--- src/hdl/qdc_pkg.sv ---
// qdc_pkg: shared constants for the quad dac command and update controller.
// assumes both link ends and the bench refer to these names through qdc_pkg::.
package qdc_pkg;
    localparam int CMD_W    = 24;
    localparam int CODE_W   = 14;
    localparam int NUM_CH   = 4;
    localparam int LEVEL_W  = 16;
    // command word fields
    localparam int RW_BIT   = 23;
    localparam int ZERO_BIT = 22;
    localparam int REG_MSB  = 21;
    localparam int REG_LSB  = 19;
    localparam int ADR_MSB  = 18;
    localparam int ADR_LSB  = 16;
    localparam int CODE_MSB = 15;
    localparam int CODE_LSB = 2;
    localparam int CG_W     = 2;
    localparam int FG_W     = 6;
    localparam logic [2:0] REG_FUNC  = 3'h0;
    localparam logic [2:0] REG_DATA  = 3'h2;
    localparam logic [2:0] REG_CGAIN = 3'h3;
    localparam logic [2:0] REG_FGAIN = 3'h4;
    localparam logic [2:0] ADR_ALL   = 3'h4;
    localparam logic [2:0] FN_CLEAR  = 3'h4;
    localparam logic [2:0] FN_LOAD   = 3'h5;
    // coding and transfer function
    localparam logic [CODE_W-1:0]  MIDSCALE   = 14'h2000;
    localparam logic [CODE_W-1:0]  CLEAR_OB   = 14'h0000;
    localparam logic [CODE_W-1:0]  CLEAR_TC   = 14'h0000;
    localparam int                 CODE_RANGE = 16384;
    localparam logic [LEVEL_W-1:0] LEVEL_OFS  = 16'h8000;
    // pin synchroniser reset levels: {coding, clear_n, load_n, data, sclk, fsync_n}
    localparam logic [5:0] DEV_SYNC_RST = 6'h1B;
    // host register map, byte addresses
    localparam logic [7:0] OFS_CMD    = 8'h00;
    localparam logic [7:0] OFS_CTRL   = 8'h04;
    localparam logic [7:0] OFS_STATUS = 8'h08;
    localparam logic [1:0] CTRL_RST   = 2'h3;
    localparam logic [1:0] RESP_OKAY  = 2'h0;
    localparam logic [1:0] RESP_SLVERR = 2'h2;
    // serial clock timing
    localparam int CLK_PERIOD_NS  = 25;
    localparam int SCLK_PERIOD_NS = 200;
    localparam int SCLK_HALF      = SCLK_PERIOD_NS / (2 * CLK_PERIOD_NS);
endpackage : qdc_pkg

--- src/hdl/qdc_link_if.sv ---
// qdc_link_if: the serial command link between the controller and the dac.
// assumes the controller end drives every wire and the dac end only listens.
`timescale 1ns/1ps
interface qdc_link_if;
    logic frame_sync_n;
    logic serial_clk;
    logic serial_data_in;
    logic load_strobe_n;
    logic async_clear_n;

    modport ctrl (
        output frame_sync_n,
        output serial_clk,
        output serial_data_in,
        output load_strobe_n,
        output async_clear_n
    );
    modport dac (
        input frame_sync_n,
        input serial_clk,
        input serial_data_in,
        input load_strobe_n,
        input async_clear_n
    );
endinterface : qdc_link_if

--- src/hdl/qdc_pin_sync.sv ---
// qdc_pin_sync: three-stage synchroniser with agreement filter per bit.
// assumes pins are asynchronous to clk_sys_in; output moves once stages 2 and 3 agree.
`timescale 1ns/1ps
module qdc_pin_sync #(
    parameter int         W   = 1,
    parameter logic [W-1:0] RST = '0
) (
    input  wire logic         clk_sys_in,
    input  wire logic         srst_in,
    input  wire logic [W-1:0] pin_in,
    output logic      [W-1:0] level_out
);
    logic [W-1:0] stage1;
    logic [W-1:0] stage2;
    logic [W-1:0] stage3;
    logic [W-1:0] agree;

    assign agree = ~(stage2 ^ stage3);

    always_ff @(posedge clk_sys_in)
    begin
        if (srst_in)
        begin
            stage1    <= RST;
            stage2    <= RST;
            stage3    <= RST;
            level_out <= RST;
        end
        else
        begin
            stage1    <= pin_in;
            stage2    <= stage1;
            stage3    <= stage2;
            level_out <= (stage3 & agree) | (level_out & ~agree);
        end
    end
endmodule : qdc_pin_sync

--- src/hdl/qdc_dac_end.sv ---
// qdc_dac_end: command decode and output update logic of the quad dac.
// assumes the link wires arrive asynchronously; coding_select_in is a static strap pin.
`timescale 1ns/1ps
module qdc_dac_end (
    input  wire logic                    clk_sys_in,
    input  wire logic                    srst_in,
    qdc_link_if.dac                      link,
    input  wire logic                    coding_select_in,
    output logic [qdc_pkg::NUM_CH-1:0][qdc_pkg::CODE_W-1:0]  chan_code_out,
    output logic [qdc_pkg::NUM_CH-1:0][qdc_pkg::LEVEL_W-1:0] chan_level_out,
    output logic [qdc_pkg::NUM_CH-1:0][qdc_pkg::CG_W-1:0]    coarse_gain_out,
    output logic [qdc_pkg::NUM_CH-1:0][qdc_pkg::FG_W-1:0]    fine_gain_out,
    output logic                         frame_done_out,
    output logic                         frame_error_out,
    output logic                         read_request_out
);
    localparam int CNT_W = 5;
    localparam logic [CNT_W-1:0] CNT_FULL = CNT_W'(qdc_pkg::CMD_W);
    localparam logic [CNT_W-1:0] CNT_OVER = CNT_W'(qdc_pkg::CMD_W + 1);

    logic [5:0]                  pins_sync;
    logic                        fsync_n;
    logic                        sclk;
    logic                        sdata;
    logic                        load_n;
    logic                        clear_n;
    logic                        coding_ob;
    logic                        fsync_q;
    logic                        sclk_q;
    logic                        load_q;
    logic                        fsync_fall;
    logic                        fsync_rise;
    logic                        sclk_fall;
    logic                        load_fall;
    logic [qdc_pkg::CMD_W-1:0]   shift_word;
    logic [CNT_W-1:0]            edge_cnt;
    logic                        load_low_frame;
    logic                        word_ok;
    logic                        word_write;
    logic [2:0]                  reg_sel;
    logic [2:0]                  chan_addr;
    logic [qdc_pkg::CODE_W-1:0]  new_code;
    logic                        wr_data;
    logic                        wr_cgain;
    logic                        wr_fgain;
    logic                        sw_clear;
    logic                        sw_load;
    logic                        clearing;
    logic [qdc_pkg::CODE_W-1:0]  clear_code;

    // a channel is hit by its own address or by the broadcast address
    function automatic logic chan_hit(input logic [2:0] addr, input int ch);
        chan_hit = (addr == qdc_pkg::ADR_ALL) || (addr == 3'(ch));
    endfunction : chan_hit

    // clear value follows the coding strap
    function automatic logic [qdc_pkg::CODE_W-1:0] clear_value(input logic ob);
        clear_value = ob ? qdc_pkg::CLEAR_OB : qdc_pkg::CLEAR_TC;
    endfunction : clear_value

    qdc_pin_sync #(
        .W   (6),
        .RST (qdc_pkg::DEV_SYNC_RST)
    ) u_pin_sync (
        .clk_sys_in (clk_sys_in),
        .srst_in    (srst_in),
        .pin_in     ({coding_select_in, link.async_clear_n, link.load_strobe_n,
                      link.serial_data_in, link.serial_clk, link.frame_sync_n}),
        .level_out  (pins_sync)
    );

    assign fsync_n   = pins_sync[0];
    assign sclk      = pins_sync[1];
    assign sdata     = pins_sync[2];
    assign load_n    = pins_sync[3];
    assign clear_n   = pins_sync[4];
    assign coding_ob = pins_sync[5];

    always_ff @(posedge clk_sys_in)
    begin
        if (srst_in)
        begin
            fsync_q <= 1'b1;
            sclk_q  <= 1'b1;
            load_q  <= 1'b1;
        end
        else
        begin
            fsync_q <= fsync_n;
            sclk_q  <= sclk;
            load_q  <= load_n;
        end
    end

    assign fsync_fall = fsync_q & ~fsync_n;
    assign fsync_rise = ~fsync_q & fsync_n;
    assign sclk_fall  = sclk_q & ~sclk & ~fsync_n;
    assign load_fall  = load_q & ~load_n;

    // shift register and falling-edge counter; the count saturates so long
    // frames stay distinguishable from exact ones
    always_ff @(posedge clk_sys_in)
    begin
        if (srst_in)
        begin
            shift_word <= '0;
            edge_cnt   <= '0;
        end
        else if (fsync_fall)
        begin
            edge_cnt <= '0;
        end
        else if (sclk_fall)
        begin
            shift_word <= {shift_word[qdc_pkg::CMD_W-2:0], sdata};
            if (edge_cnt != CNT_OVER)
            begin
                edge_cnt <= edge_cnt + 1'b1;
            end
        end
    end

    // load level seen over the frame decides between the two update modes;
    // any high sample during shifting selects the simultaneous mode
    always_ff @(posedge clk_sys_in)
    begin
        if (srst_in)
        begin
            load_low_frame <= 1'b0;
        end
        else if (fsync_fall)
        begin
            load_low_frame <= ~load_n;
        end
        else if (~fsync_n && load_n)
        begin
            load_low_frame <= 1'b0;
        end
    end

    assign word_ok    = fsync_rise && (edge_cnt == CNT_FULL);
    assign word_write = word_ok && !shift_word[qdc_pkg::RW_BIT]
                        && !shift_word[qdc_pkg::ZERO_BIT];
    assign reg_sel    = shift_word[qdc_pkg::REG_MSB:qdc_pkg::REG_LSB];
    assign chan_addr  = shift_word[qdc_pkg::ADR_MSB:qdc_pkg::ADR_LSB];
    assign new_code   = shift_word[qdc_pkg::CODE_MSB:qdc_pkg::CODE_LSB];
    assign wr_data    = word_write && (reg_sel == qdc_pkg::REG_DATA);
    assign wr_cgain   = word_write && (reg_sel == qdc_pkg::REG_CGAIN);
    assign wr_fgain   = word_write && (reg_sel == qdc_pkg::REG_FGAIN);
    assign sw_clear   = word_write && (reg_sel == qdc_pkg::REG_FUNC)
                        && (chan_addr == qdc_pkg::FN_CLEAR);
    assign sw_load    = word_write && (reg_sel == qdc_pkg::REG_FUNC)
                        && (chan_addr == qdc_pkg::FN_LOAD);
    // clear acts from the falling edge for as long as the pin stays low, so a
    // pin already low out of reset clears every channel too
    assign clearing   = ~clear_n || sw_clear;
    assign clear_code = clear_value(coding_ob);

    generate
        for (genvar ch = 0; ch < qdc_pkg::NUM_CH; ch++)
        begin : g_chan
            logic [qdc_pkg::CODE_W-1:0] input_code;
            logic [qdc_pkg::CODE_W-1:0] ob_code;

            always_ff @(posedge clk_sys_in)
            begin
                if (srst_in)
                begin
                    input_code        <= '0;
                    chan_code_out[ch] <= '0;
                end
                else if (clearing)
                begin
                    input_code        <= clear_code;
                    chan_code_out[ch] <= clear_code;
                end
                else if (wr_data && chan_hit(chan_addr, ch))
                begin
                    input_code <= new_code;
                    if (load_low_frame)
                    begin
                        chan_code_out[ch] <= new_code;
                    end
                end
                else if (load_fall || sw_load)
                begin
                    chan_code_out[ch] <= input_code;
                end
            end

            always_ff @(posedge clk_sys_in)
            begin
                if (srst_in)
                begin
                    coarse_gain_out[ch] <= '0;
                    fine_gain_out[ch]   <= '0;
                end
                else
                begin
                    if (wr_cgain && chan_hit(chan_addr, ch))
                    begin
                        coarse_gain_out[ch] <= shift_word[qdc_pkg::CG_W-1:0];
                    end
                    if (wr_fgain && chan_hit(chan_addr, ch))
                    begin
                        fine_gain_out[ch] <= shift_word[qdc_pkg::FG_W-1:0];
                    end
                end
            end

            // level in units of vref/16384: 4*D - 2*16384, D the offset-binary code
            assign ob_code = coding_ob ? chan_code_out[ch]
                                       : (chan_code_out[ch] ^ qdc_pkg::MIDSCALE);

            always_ff @(posedge clk_sys_in)
            begin
                if (srst_in)
                begin
                    chan_level_out[ch] <= qdc_pkg::LEVEL_OFS ^ qdc_pkg::LEVEL_OFS;
                end
                else
                begin
                    chan_level_out[ch] <= {ob_code, 2'b00} - qdc_pkg::LEVEL_OFS;
                end
            end
        end
    endgenerate

    always_ff @(posedge clk_sys_in)
    begin
        if (srst_in)
        begin
            frame_done_out   <= 1'b0;
            frame_error_out  <= 1'b0;
            read_request_out <= 1'b0;
        end
        else
        begin
            frame_done_out   <= word_ok;
            frame_error_out  <= fsync_rise && (edge_cnt != CNT_FULL);
            read_request_out <= word_ok && shift_word[qdc_pkg::RW_BIT];
        end
    end
endmodule : qdc_dac_end

--- src/flat_wrapper.sv ---
// flat-port wrapper written by rule: the top's interface ports become plain ports
module qdc_dac_end_flat 
  (clk_sys_in, srst_in, coding_select_in, chan_code_out, chan_level_out, coarse_gain_out, fine_gain_out, frame_done_out, frame_error_out, read_request_out, link_frame_sync_n, link_serial_clk, link_serial_data_in, link_load_strobe_n, link_async_clear_n);
  qdc_link_if link_i ();
  input  wire logic clk_sys_in;
  input  wire logic srst_in;
  input  wire logic coding_select_in;
  output logic [qdc_pkg::NUM_CH-1:0][qdc_pkg::CODE_W-1:0] chan_code_out;
  output logic [qdc_pkg::NUM_CH-1:0][qdc_pkg::LEVEL_W-1:0] chan_level_out;
  output logic [qdc_pkg::NUM_CH-1:0][qdc_pkg::CG_W-1:0] coarse_gain_out;
  output logic [qdc_pkg::NUM_CH-1:0][qdc_pkg::FG_W-1:0] fine_gain_out;
  output logic frame_done_out;
  output logic frame_error_out;
  output logic read_request_out;
  input wire logic [$bits(link_i.frame_sync_n)-1:0] link_frame_sync_n;
  input wire logic [$bits(link_i.serial_clk)-1:0] link_serial_clk;
  input wire logic [$bits(link_i.serial_data_in)-1:0] link_serial_data_in;
  input wire logic [$bits(link_i.load_strobe_n)-1:0] link_load_strobe_n;
  input wire logic [$bits(link_i.async_clear_n)-1:0] link_async_clear_n;
  assign link_i.frame_sync_n = link_frame_sync_n;
  assign link_i.serial_clk = link_serial_clk;
  assign link_i.serial_data_in = link_serial_data_in;
  assign link_i.load_strobe_n = link_load_strobe_n;
  assign link_i.async_clear_n = link_async_clear_n;
  qdc_dac_end u_core (.clk_sys_in(clk_sys_in), .srst_in(srst_in), .link(link_i), .coding_select_in(coding_select_in), .chan_code_out(chan_code_out), .chan_level_out(chan_level_out), .coarse_gain_out(coarse_gain_out), .fine_gain_out(fine_gain_out), .frame_done_out(frame_done_out), .frame_error_out(frame_error_out), .read_request_out(read_request_out));
endmodule
--- config.mk ---
export PLATFORM = sky130hd
export DESIGN_NAME = qdc_dac_end_flat
export DESIGN_NICKNAME = d
export VERILOG_FILES = /design/src/hdl/qdc_pkg.sv /design/src/hdl/qdc_link_if.sv /design/src/hdl/qdc_pin_sync.sv /design/src/hdl/qdc_dac_end.sv /design/src/flat_wrapper.sv
export SDC_FILE = /design/constraint.sdc
export NUM_CORES = 1
export LEC_CHECK = 0
export ABC_AREA = 0
export BUFFER_PORTS_ARGS = -buffer_cell sky130_fd_sc_hd__clkbuf_2
export CORE_ASPECT_RATIO = 0.6
export CORE_MARGIN = 1
export CORE_UTILIZATION = 50
export CTS_CLUSTER_DIAMETER = 40
export DETAILED_ROUTE_END_ITERATION = 10
export PLACE_DENSITY_LB_ADDON = 0.08
export SLEW_MARGIN = 25
export SYNTH_ARGS = -nofsm -noshare
export SYNTH_HDL_FRONTEND = slang
export SYNTH_SLANG_ARGS = --single-unit
--- constraint.sdc ---
create_clock -name clk_sys_in -period 2.9 [get_ports clk_sys_in]
set_input_delay 0.435 -clock clk_sys_in [delete_from_list [all_inputs] [get_ports clk_sys_in]]
set_output_delay 0.435 -clock clk_sys_in [all_outputs]
set_load 0.05 [all_outputs]
After elaboration in Yosys (flattened, before gate mapping):

Index checks and enable logic that the tools add are counted.

* bits in registers: 268
* bits in latches: 0
* memory bits (writable): 0
* bits in read-only memories: 0
* bits of input ports: 8
* output and inout bits: 155
* memories: 0

* $add $sub $neg: 5
* multiply operators: 0
* div/mod/pow operators: 0
* magnitude comparators: 0
* eq/ne operators: 15
* shift operators: 0
* mux-type cells: 15
* bitwise gates (word level): 21
* reductions and logical operators: 47

Operator list (number)
* 14-bit two-way mux: 13
* 16-bit subtractor, second input constant: 4
* 1-bit logical AND: 24
* 6-bit bitwise AND: 2
* 3-bit by 2-bit == test with 1-bit output, second input constant: 4
* 6-bit inverter: 2
* 2-bit AND reduction: 6
* 5-bit != test, second input constant: 2
* 1-bit inverter: 10
* 2-bit nonzero test: 5
* 3-bit == test, second input constant: 3
* 2-bit by 1-bit != test with 1-bit output, second input constant: 4
* 3-bit logical NOT: 2
* 1-bit logical OR: 6
* 6-bit bitwise OR: 1
* 6-bit XOR: 1
* 5-bit by 1-bit adder with 5-bit output, second input constant: 1
* 1-bit bitwise AND: 5
* 5-bit == test, second input constant: 1
* 2-bit OR reduction: 2
* 3-bit by 1-bit == test with 1-bit output, second input constant: 1
* 1-bit logical NOT: 2
* 1-bit two-way mux: 2

Depth between registers and ports, before layout:

Gate-level depths: netlist (run 1).

* depth in word-level cells: 10
* gate-level depth with buffers: 9
* gate-level depth less buffers: 7

Cells and area by module:

A second synthesis (run 1) with hierarchy kept.

* cell total of the unflattened synthesis: 910
* area total of the unflattened synthesis: 9211.3 µm²

Modules (own cells, without submodules)
* qdc_dac_end: instances 1, cells an instance 848, area each 8498.2 µm², sequential area each 4724.5 µm²
* qdc_pin_sync: instances 1, cells an instance 62, area each 713.2 µm², sequential area each 480.5 µm²

Worst setup path before layout (run 1):

No wires, ideal clock.

* path type: register to register
* from: register u_core.shift_word[22] (netlist bit)
* to: register u_core.chan_code_out[22] (netlist bit)
* setup time: 0.085 ns
* arrival: 2.511 ns
* path slack: 0.304 ns
* cell stages (with the launch flop): 8
* buffers on the path: 2
* period minus slack after synthesis: 2.596 ns
* cells stage by stage: dfxtp_1 or4b_1 buf_6 nor4_4 mux2i_1 clkbuf_1 nand3_1 o31ai_2

* word-level cells in the longest chain between the ends: 7
* elaborated cells on any way between the ends: 14
* classes of those cells: eq/ne: 1; mux: 1; reduce/logical: 12

Ends and longest elaborated chain
* start, declared: RTL line qdc_dac_end.sv:35 `logic [qdc_pkg::CMD_W-1:0] shift_word;`
* start signal, assigned: RTL line qdc_dac_end.sv:115 `shift_word <= {shift_word[qdc_pkg::CMD_W-2:0], sdata};`
* 1-bit logical NOT (*): RTL line qdc_dac_end.sv:143 `&& !shift_word[qdc_pkg::ZERO_BIT];`
* 1-bit logical AND (*): RTL line qdc_dac_end.sv:143
* 1-bit logical AND: RTL line qdc_dac_end.sv:150, qdc_dac_end.sv:152
* 1-bit logical AND: RTL line qdc_dac_end.sv:153 `&& (chan_addr == qdc_pkg::FN_LOAD);`
* 1-bit logical OR: RTL line qdc_dac_end.sv:185 `else if (load_fall || sw_load)`
* 2-bit nonzero test (no source line)
* 2-bit AND reduction (no source line)
* end signal, assigned by index: RTL line qdc_dac_end.sv:175 `chan_code_out[ch] <= clear_code;`
* end signal, assigned by index: RTL line qdc_dac_end.sv:182 `chan_code_out[ch] <= new_code;`
* end signal, assigned by index: RTL line qdc_dac_end.sv:187 `chan_code_out[ch] <= input_code;`
* end, declared: RTL line qdc_dac_end.sv:9 `output logic [qdc_pkg::NUM_CH-1:0][qdc_pkg::CODE_W-1:0] chan_code_out,`

Mark *: on every way between the ends. The rest lies on a longest branch, timed or not.
A chain may end at the register's enable or synchronous reset.

Worst setup path in the final report (run 1):

* from: register u_core.shift_word[19] (netlist bit)
* to: register u_core.chan_code_out[53] (netlist bit)

* word-level cells in the longest chain between the ends: 6
* elaborated cells on any way between the ends: 14
* classes of those cells: eq/ne: 2; mux: 1; reduce/logical: 11

Ends and longest elaborated chain (RTL line)
* 3-bit logical NOT: qdc_dac_end.sv:150, qdc_dac_end.sv:152
* 1-bit logical AND: qdc_dac_end.sv:150, qdc_dac_end.sv:152
* 1-bit logical AND: qdc_dac_end.sv:153
* 1-bit logical OR: qdc_dac_end.sv:185
* 2-bit nonzero test (no source line)
* 2-bit AND reduction (no source line)

Several ways; a longest one is shown, not always the timed one.

==> out/metrics.cfg, run 1 <==
[run_status]
outcome=finished clean

[routing]
drc=0
viasPerCell=5.03
drt-met1-wl_mm=10.3
wl_mm=19.0
drt_iter0_drc=463
highest_layer=met4
wl_met3_um=995
wl_per_cell_um=15.1
met2WireLength_mm=7.47
firstDrtPassIters=4
drtAntennaViolNets=0
vias=6333

[setup_path]
critPathLaunchType=register
max_stage_delay_ps=700
crit_required_ps=3350
crit_arrival_ps=3110
worstSetupPathType=register to register
crit_slowest_cell=or4b_1
path_cells=or4b_1, o41ai_4, mux2_2, o21ai_1, a21oi_1
worst-path-buf-inv=0
cp_max_fo=28
cp_top_family=compound AO/OA/AOI/OAI gates
cp-end-kind=register

[clock_network]
cts_setup_buffers=0
insertion_delay_ps=520
clock_path_buffers=3
cts_tree=built
clk_pin_slew_ps=60
ctsHoldBuffers=0
cts_max_level=1
postCtsResizedCells=0
clockRootBuffer=clkbuf_16
clock_sinks=260
cts_made_buffers=25

[synth]
synth.most_common_cell=dfxtp_1
synth_top_area_cell=dfxtp_1
synth_area_leaders=dfxtp_1 58%, mux2i_1 9.5%, nor2b_1 4.3%, nor2_1 4.2%, a21oi_1 2.8%
synth_common_cells=260 x dfxtp_1, 100 x nor2_1, 85 x mux2i_1
synth-edff-count=0
ys_ff_latch=260
ys.flop_type=dfxtp_1
synthArstFlopShare=0
synth_top_area_frac=0.579
syn_area_mm2=0.00899
synth_cell_types=46
yosysWarnings=0
avgSynthCellArea_um2=10.3
yosysSeqAreaShare=0.579
postSynthCellCount=873

[global_routing]
grt_pass1_vias=5582
grt_first_pass_wirelength_mm=29.9
track_usage=0.201
antenna_found_initial=0
grt_max_degree=90
overflow=0

[place]
postPlaceCellArea_mm2=0.00991
hpwl_mm=12.5
gp_congestion=0.792
post-place-cells=1214
port_buffers=154
dp_slack_ps=283

[timing]
setup_tns_ps=0
rsz0062_at_grt=false
fin_crit_ps=2660
whs_ps=108
hold_viol=0
slew_viol_final=0
slew_headroom=0.384
clock_skew_ps=23.6
worst_slack_ps=237
setup_viol=0
tightest_slew_ps=925
clock.fmax_ghz=0.376
min_period_over_period=0.918

[pwr]
peakVddDrop_mv=0.373
power_density_mw_per_mm2=634
clockPowerShare=0.453
seqPwrFrac=0.529
leakagePower_uw=0.00463
power.share.switching=0.213
power_switching_uw=1450
internal_power_uw=5340
comb_power_share=0.019

[layout]
design_area_mm2=0.0107
drive_gt1_frac=0.247
final_cell_count_no_fill=1259
num_antenna_cells=0
syn_to_final_growth_pct=19.0
layout.nets=1018
nFillCells=1486

[die]
die_h_um=106
dieArea_mm2=0.0185
fp.coreArea_mm2=0.0174
io_pins=163
die_x_um=175
start_util=0.518
rows=37

[job]
cap_viol_max_count=0

[min_path]
hold_class=primary input to register

[path summary, 6_finish.rpt]
kind | startpoint | endpoint | slack [ps] | cells past startpoint
max | u_core.shift_word[19] | u_core.chan_code_out[53] | 240 | 5
max reg2reg | u_core.shift_word[19] | u_core.chan_code_out[53] | 240 | 5
min reg2reg | u_core.u_pin_sync.stage1[4] | u_core.u_pin_sync.stage2[4] | 410 | 1
min | link_frame_sync_n | u_core.u_pin_sync.stage1[0] | 110 | 2
[power groups by stage]
| stage | Sequential [uW] | Clock (uW) | Combinational (uW) |
|---|---|---|---|
| 6_report | 3590 | 3070 | 126 |
| 5_1_grt | 3590 | 3290 | 137 |
| 4_1_cts | 3590 | 3150 | 128 |
| 3_5_place_dp | 3670 | 0 | 128 |
| 3_3_place_gp | 3670 | 0 | 128 |
| 2_1_floorplan | 3670 | 0 | 101 |
[registers in the layout, summed over array words and instances, names as in the netlist, named ones only]
| name | flops |
|---|---|
| u_core.frame_error_out | 1 |
| u_core.read_request_out | 1 |
| u_core.fsync_q | 1 |
| u_core.load_low_frame | 1 |
| u_core.edge_cnt | 5 |
| u_core.u_pin_sync.stage3 | 6 |
| u_core.u_pin_sync.stage2 | 6 |
| u_core.u_pin_sync.stage1 | 6 |
| u_core.sclk_q | 1 |
| u_core.fine_gain_out | 24 |
| u_core.chan_code_out | 56 |
| u_core.frame_done_out | 1 |
| u_core.shift_word | 24 |
| u_core.chan_level_out | 56 |
| u_core.coarse_gain_out | 8 |
| u_core.load_q | 1 |
| u_core.g_chan.input_code | 56 |
[final cells by class]
class                   instances  area, um2  share of cell area
flip-flops and latches        260       5200               0.487
multi-input cells             544       3480               0.325
repair buffers                173        928              0.0868
clock buffers                  35        713              0.0667
well taps                     234        293              0.0274
clock inverters                10       71.3             0.00667
inverters                       3       11.3             0.00105
[worst reg2reg max path: cells and delay by family (launching register included)]
family             cells  cell delay [ps]
AOI/OAI and AO/OA      3              860
and+or+nand+nor        1              700
muxes                  1              600
DFF                    1              430
[layer usage]
layer  track usage  up-vias
li1              -     3211
met1         0.317     2945
met2         0.278      159
met3        0.0408       18
met4        0.0348        0
met5             0        -
[cells in the final DEF (no fill, tap or decap), drive strengths merged, types with 4 or more instances in the layout]
cell type,n
o21bai,4
dfxtp,260
nand2b,5
clkbuf,188
inv,6
conb,8
mux2i,86
or2,15
o31ai,42
nand4,5
xnor2,7
o21ai,17
nor2b,62
a21oi,51
nand2,61
or4b,5
nor2,100
clkinv,6
buf,20
nand3,49
[per-stage QoR]
step,power (uW),utilization
detailed placement,3800,0.571
finish,6790,0.616
CTS,6860,0.616
global placement,3800,0.571
global route,7020,0.616
floorplan,3770,-
[cells by family (layout without fill, tap and decap cells)]
| logic type | Yosys count | count (layout) | share of synthesized area |
|---|---|---|---|
| AO/OA/AOI/OAI | 119 | 119 | 0.0887 |
| XOR/XNOR | 10 | 10 | 0.00974 |
| adder cells (fa/ha/maj) | 3 | 3 | 0.00418 |
| buffers and inverters | 76 | 221 | 0.0405 |
| flip-flops | 260 | 260 | 0.579 |
| multiplexers | 87 | 87 | 0.0984 |
| other | 1 | 8 | 0.000417 |
| AND/OR/NAND/NOR | 317 | 317 | 0.179 |
(Power assumes the default switching activity.)
==> run 2: changes to the inputs <==
SYNTH_HIERARCHICAL = 1   (was default)
==> out/metrics.cfg, run 2 <==
[setup_path]
critPathLaunchType=register
reg2reg_depth=9  ; +4
worstSetupPathType=register to register
cp_max_fo=15  ; -46%
crit_arrival_ps=2870  ; -240 ps
crit_required_ps=3320  ; -30 ps
cp-end-kind=register

[timing]
slew_headroom=0.314  ; -0.0694
min_period_over_period=0.842  ; -0.0760
setup_tns_ps=0  ; unchanged
slew_viol_final=0  ; unchanged
clock_skew_ps=14.9  ; -8.63 ps
clock.fmax_ghz=0.409  ; +9.0%
rsz0062_at_grt=false
fin_crit_ps=2440  ; -220 ps
setup_viol=0  ; unchanged
tightest_slew_ps=1030  ; +104 ps
hold_viol=0  ; unchanged

[clock_network]
cts_max_level=1  ; unchanged
cts_made_buffers=28  ; +12%
postCtsResizedCells=0  ; unchanged
cts_setup_buffers=0  ; unchanged
insertion_delay_ps=530  ; about the same
ctsHoldBuffers=0  ; unchanged
clk_pin_slew_ps=60  ; about the same
clock_sinks=260  ; unchanged
cts_tree=built
clockRootBuffer=clkbuf_16
clock_path_buffers=3  ; unchanged

[synth]
ys_ff_latch=260  ; unchanged
synth_top_area_cell=dfxtp_1
synthArstFlopShare=0  ; unchanged
synth-edff-count=0  ; unchanged
yosysSeqAreaShare=0.565  ; -0.0140
synth_top_area_frac=0.565  ; -0.0140
syn_area_mm2=0.00921  ; +2.5%
synth.most_common_cell=dfxtp_1
synth_cell_types=46  ; unchanged
postSynthCellCount=910  ; +4.2%
yosysWarnings=6  ; +6
synth_area_leaders=dfxtp_1 57%, mux2i_1 9.9%, nand2_1 5.7%, mux2_2 4.6%, nor2b_1 3.9%
ys.flop_type=dfxtp_1
synth_common_cells=260 x dfxtp_1, 140 x nand2_1, 91 x mux2i_1
avgSynthCellArea_um2=10.1  ; -1.7%

[die]
start_util=0.510  ; -0.00793
io_pins=163  ; unchanged
rows=38  ; +2.7%
fp.coreArea_mm2=0.0181  ; +4.1%
die_x_um=177  ; +1.2%
die_h_um=107  ; +1.2%
dieArea_mm2=0.0190  ; +2.4%

[place]
hpwl_mm=12.8  ; +2.7%
postPlaceCellArea_mm2=0.0102  ; +2.5%
port_buffers=154  ; unchanged
gp_congestion=0.873  ; +10%

[run_status]
outcome=finished clean

[routing]
drtAntennaViolNets=0  ; unchanged
viasPerCell=4.86  ; -3.4%
drc=0  ; unchanged
firstDrtPassIters=7  ; +3
wl_per_cell_um=15.0  ; -0.27%
drt_iter0_drc=363  ; -22%
vias=6360  ; +0.43%
wl_mm=19.7  ; +3.7%

[job]
cap_viol_max_count=0  ; unchanged

[pwr]
power_density_mw_per_mm2=652  ; +2.8%
internal_power_uw=5710  ; +7.0%
power.share.switching=0.209  ; -0.00435
peakVddDrop_mv=0.543  ; +46%
seqPwrFrac=0.497  ; -0.032
comb_power_share=0.016  ; -0.003
leakagePower_uw=0.00518  ; +12%
clockPowerShare=0.487  ; +0.034
power_switching_uw=1510  ; +4.3%

[layout]
num_antenna_cells=0  ; unchanged
nFillCells=1591  ; +7.1%
design_area_mm2=0.0111  ; +3.6%
drive_gt1_frac=0.248  ; +0.00107
layout.nets=1062  ; +4.3%
syn_to_final_growth_pct=20.3
largestRegisters=u_core/chan_code_out (56), u_core/chan_level_out (56), u_core/g_chan.input_code (56)
final_cell_mix=260 x dfxtp_1, 153 x clkbuf_2, 140 x nand2_1, 89 x mux2i_1, 67 x nor2_1
final_common_cell=dfxtp_1

[global_routing]
antenna_found_initial=0  ; unchanged
grt_first_pass_wirelength_mm=31.1  ; +4.1%
overflow=0  ; unchanged
track_usage=0.208  ; +0.00723
grt_pass1_vias=5759  ; +3.2%
grt_max_degree=92  ; +2.2%

[min_path]
hold_class=primary input to register
whs_path_depth=2  ; unchanged

-- run 2: area by class of cell --
cell class / instances / area (um2) / share of cell area
flip-flops and latches: 260 / 5200 / 0.470
multi-input cells: 544 / 3550 / 0.321
repair buffers: 171 / 926 / 0.0836
clock buffers: 34 / 744 / 0.0672
well taps: 240 / 300 / 0.0271
clock inverters: 14 / 176 / 0.0159
inverters: 46 / 173 / 0.0156
-- run 2: per-layer routing --
layer,up-vias,share of wire,GRT usage
li1,3227,-,-
met1,2918,0.53,0.319
met2,189,0.39,0.287
met3,26,0.070,0.0546
met4,0,0.013,0.0406
met5,-,0,0
-- run 2: path summary, 6_finish.rpt --
check | from | to | slack (ps)
setup / recovery | u_core/edge_cnt[0] | u_core/chan_code_out[51] | 460
hold / removal | link_frame_sync_n | u_core/u_pin_sync/stage1[0] | 90
setup reg to reg | u_core/edge_cnt[0] | u_core/chan_code_out[51] | 460
hold reg to reg | u_core/u_pin_sync/stage1[3] | u_core/u_pin_sync/stage2[3] | 400
-- run 2: metrics by stage --
stage	worst slack, ps	utilization	total power, uW	hold slack [ps]	instances
floorplan	573	-	3770	383	917
global placement	618	0.562	3780	389	1261
detailed placement	522	0.562	3780	390	1261
CTS	472	0.613	7300	71.2	1309
global route	294	0.613	7480	90.1	1309
finish	458	0.613	7220	85.3	1309
-- run 2: cell families (layout without fill, tap and decap cells) --
| kind of cell | after synthesis | after routing | synth area share |
|---|---|---|---|
| multiplexers | 133 | 133 | 0.150 |
| XOR/XNOR | 10 | 10 | 0.00951 |
| AO/OA/AOI/OAI | 71 | 71 | 0.0465 |
| AND/OR/NAND/NOR | 319 | 319 | 0.170 |
| buffers and inverters | 113 | 265 | 0.0545 |
| flip-flops | 260 | 260 | 0.565 |
| other | 1 | 8 | 0.000407 |
| adder cells (fa/ha/maj) | 3 | 3 | 0.00408 |
-- run 2: critical path, stage by stage (launching register included) --
cell	delay [ps]
dfxtp_1	340
inv_1	100
ha_1	170
and4b_1	350
o2111a_1	270
buf_4	230
nand2b_1	70
buf_4	180
and2_1	340
a211oi_1	290
-- run 2: power by group through the flow --
stage	Clock, uW	Combinational [uW]	Sequential (uW)
floorplan	0	93.5	3670
CTS	3600	116	3590
global route	3770	125	3590
global placement	0	116	3670
detailed placement	0	116	3670
finish	3520	115	3590
==> run 3: changes to the inputs <==
clock period = 2.1 ns   (was 2.9 ns; I/O delays follow)
==> out/metrics.cfg, run 3 (synthesis gave the netlist of run 2 again) <==
[place]
hpwl_mm=12.9  ; +0.59%
port_buffers=154  ; unchanged
dp_slack_ps=-49.6  ; -572 ps
gp_congestion=0.795  ; -9.0%

[pwr]
power_density_mw_per_mm2=846  ; +30%
peakVddDrop_mv=0.618  ; +14%
leakagePower_uw=0.00542  ; +4.7%

[clock_network]
cts_max_level=1  ; unchanged
insertion_delay_ps=520  ; about the same
cts_made_buffers=26  ; -7.1%
clock_path_buffers=3  ; unchanged
clockRootBuffer=clkbuf_16
clk_pin_slew_ps=60  ; about the same
clock_sinks=260  ; unchanged
cts_tree=built

[global_routing]
track_usage=0.211  ; +0.00311
grtUsageMet3=0.0567  ; +0.00213
grt_util_met1=0.319  ; +0.000630
grt.busiest_layer=met1
antenna_found_initial=0  ; unchanged
met2_usage=0.297  ; +0.00949
grt_pass1_vias=6031  ; +4.7%
grt_first_pass_wirelength_mm=31.8  ; +2.1%
overflow=0  ; unchanged
grt_max_degree=92  ; unchanged

[min_path]
hold_start=link_load_strobe_n
hold_class=primary input to register

[run_status]
outcome=finished with violations
violations=negative setup slack

[setup_path]
r2r_start=u_core/shift_word[23]
critPathLaunchType=register
r2r_slack_ps=-80  ; -540 ps
cp_top_family=simple AND/OR/NAND/NOR gates
crit_arrival_ps=2630  ; -240 ps
worst-path-buf-inv=3  ; unchanged
reg2reg_depth=7  ; -2
cp-end-kind=register
path_cells=or4b_4, nor4_4, buf_4, mux2i_4, buf_6, buf_16, mux2i_1
cp_max_fo=7  ; -8
max_stage_delay_ps=580  ; +230 ps
crit_slowest_cell=or4b_4
crit_required_ps=2550  ; -770 ps
crit_end=u_core/chan_code_out[16]
rr_endpoint=u_core/chan_code_out[16]
cp.depth=7  ; -2
worstSetupPathType=register to register
timing.critical_path.from=u_core/shift_word[23]

[timing]
worst_slack_ps=-84.6  ; -542 ps
tightest_slew_ps=654  ; -374 ps
min_period_over_period=1.04  ; +0.198
hold_viol=0  ; unchanged
setup_viol=22  ; +22
rsz0062_at_grt=true
clock.fmax_ghz=0.458  ; +12%
slew_viol_final=0  ; unchanged
fin_crit_ps=2180  ; -258 ps
clock_skew_ps=14.1  ; -0.829 ps
slew_headroom=0.563  ; +0.249

[layout]
syn_to_final_growth_pct=26.1
multi_input_area_mm2=0.00369  ; +4.0%
layout.nets=1092  ; +2.8%
final_core_util=0.643  ; +0.0296
regArea_mm2=0.00521  ; about the same
num_antenna_cells=0  ; unchanged
final_common_cell=dfxtp_1
largestRegisters=u_core/chan_code_out (56), u_core/chan_level_out (56), u_core/g_chan.input_code (56)
nFillCells=1502  ; -5.6%
final_cell_mix=256 x dfxtp_1, 153 x clkbuf_2, 125 x nand2_1, 89 x mux2i_1, 67 x nor2_1
drive_gt1_frac=0.298  ; +0.0496

[routing]
vias=6536  ; +2.8%
drc=0  ; unchanged
drtAntennaViolNets=0  ; unchanged
firstDrtPassIters=5  ; -2
wl_per_cell_um=15.0  ; -0.40%
drt_iter0_drc=427  ; +18%
wl_mm=20.1  ; +1.9%
viasPerCell=4.88  ; +0.46%

[die]
dieArea_mm2=0.0190  ; unchanged
io_pins=163  ; unchanged
start_util=0.510  ; unchanged
rows=38  ; unchanged
fp.coreArea_mm2=0.0181  ; unchanged
die_h_um=107  ; unchanged
die_x_um=177  ; unchanged

[job]
cap_viol_max_count=0  ; unchanged

-- run 3: worst min-delay path by stage --
stage / end / slack, ps / depth (start not counted)
2_1_floorplan: u_core/u_pin_sync/stage2[0] / 380 / 1
3_3_place_gp: u_core/u_pin_sync/stage2[1] / 390 / 1
3_5_place_dp: u_core/u_pin_sync/stage2[1] / 390 / 1
4_1_cts: u_core/u_pin_sync/stage1[3] / 0.6 / 2
5_1_grt: u_core/u_pin_sync/stage1[3] / 30 / 2
6_report: u_core/u_pin_sync/stage1[3] / 20 / 2
-- run 3: through the flow --
stage               cells  hold WS, ps  total power, uW  setup TNS [ps]  cell area [um2]
floorplan             917          383             5200           -2340             9280
global placement     1280          386             5240               0            10400
detailed placement   1280          389             5240            -430            10400
CTS                  1336        0.571             9920           -52.3            11500
global route         1339         29.1            10200           -4000            11600
finish               1339         15.1             9820            -787            11600
-- run 3: routing by layer --
layer | up-vias | routed length [um]
met5 | - | 0
met2 | 205 | 7960
li1 | 3287 | -
met1 | 3031 | 10300
met4 | 0 | 167
met3 | 13 | 1590
-- run 3: worst register-to-register path, stage by stage, from the launching register on --
cell	delay [ps]
dfxtp_2	340
or4b_4	580
nor4_4	320
buf_4	170
mux2i_4	250
buf_6	140
buf_16	130
mux2i_1	180
-- run 3: layout make-up --
type,instances,share of cell area
sequential,260,0.449
timing repair buffer,203,0.116
inverter,46,0.0149
clock buffer,34,0.0647
tap,240,0.0259
clock inverter,12,0.0116
multi-input combinational,544,0.318
-- run 3: what timing repair did --
item,in CTS,in global routing
cloned,1,1
pin swaps,1,6
setup endpoints to repair,28,98
hold buffers,5,0
hold endpoints to repair,5,0
buffers inserted,4,3
resized for setup,4,49
-- run 3: report_power, final --
part / switching [uW] / internal, uW / total (uW) / leakage (uW)
sequential: 7.72 / 4950 / 4950 / 0.00210
clock: 1900 / 2780 / 4690 / 0.000439
combinational: 133 / 48.6 / 182 / 0.00289
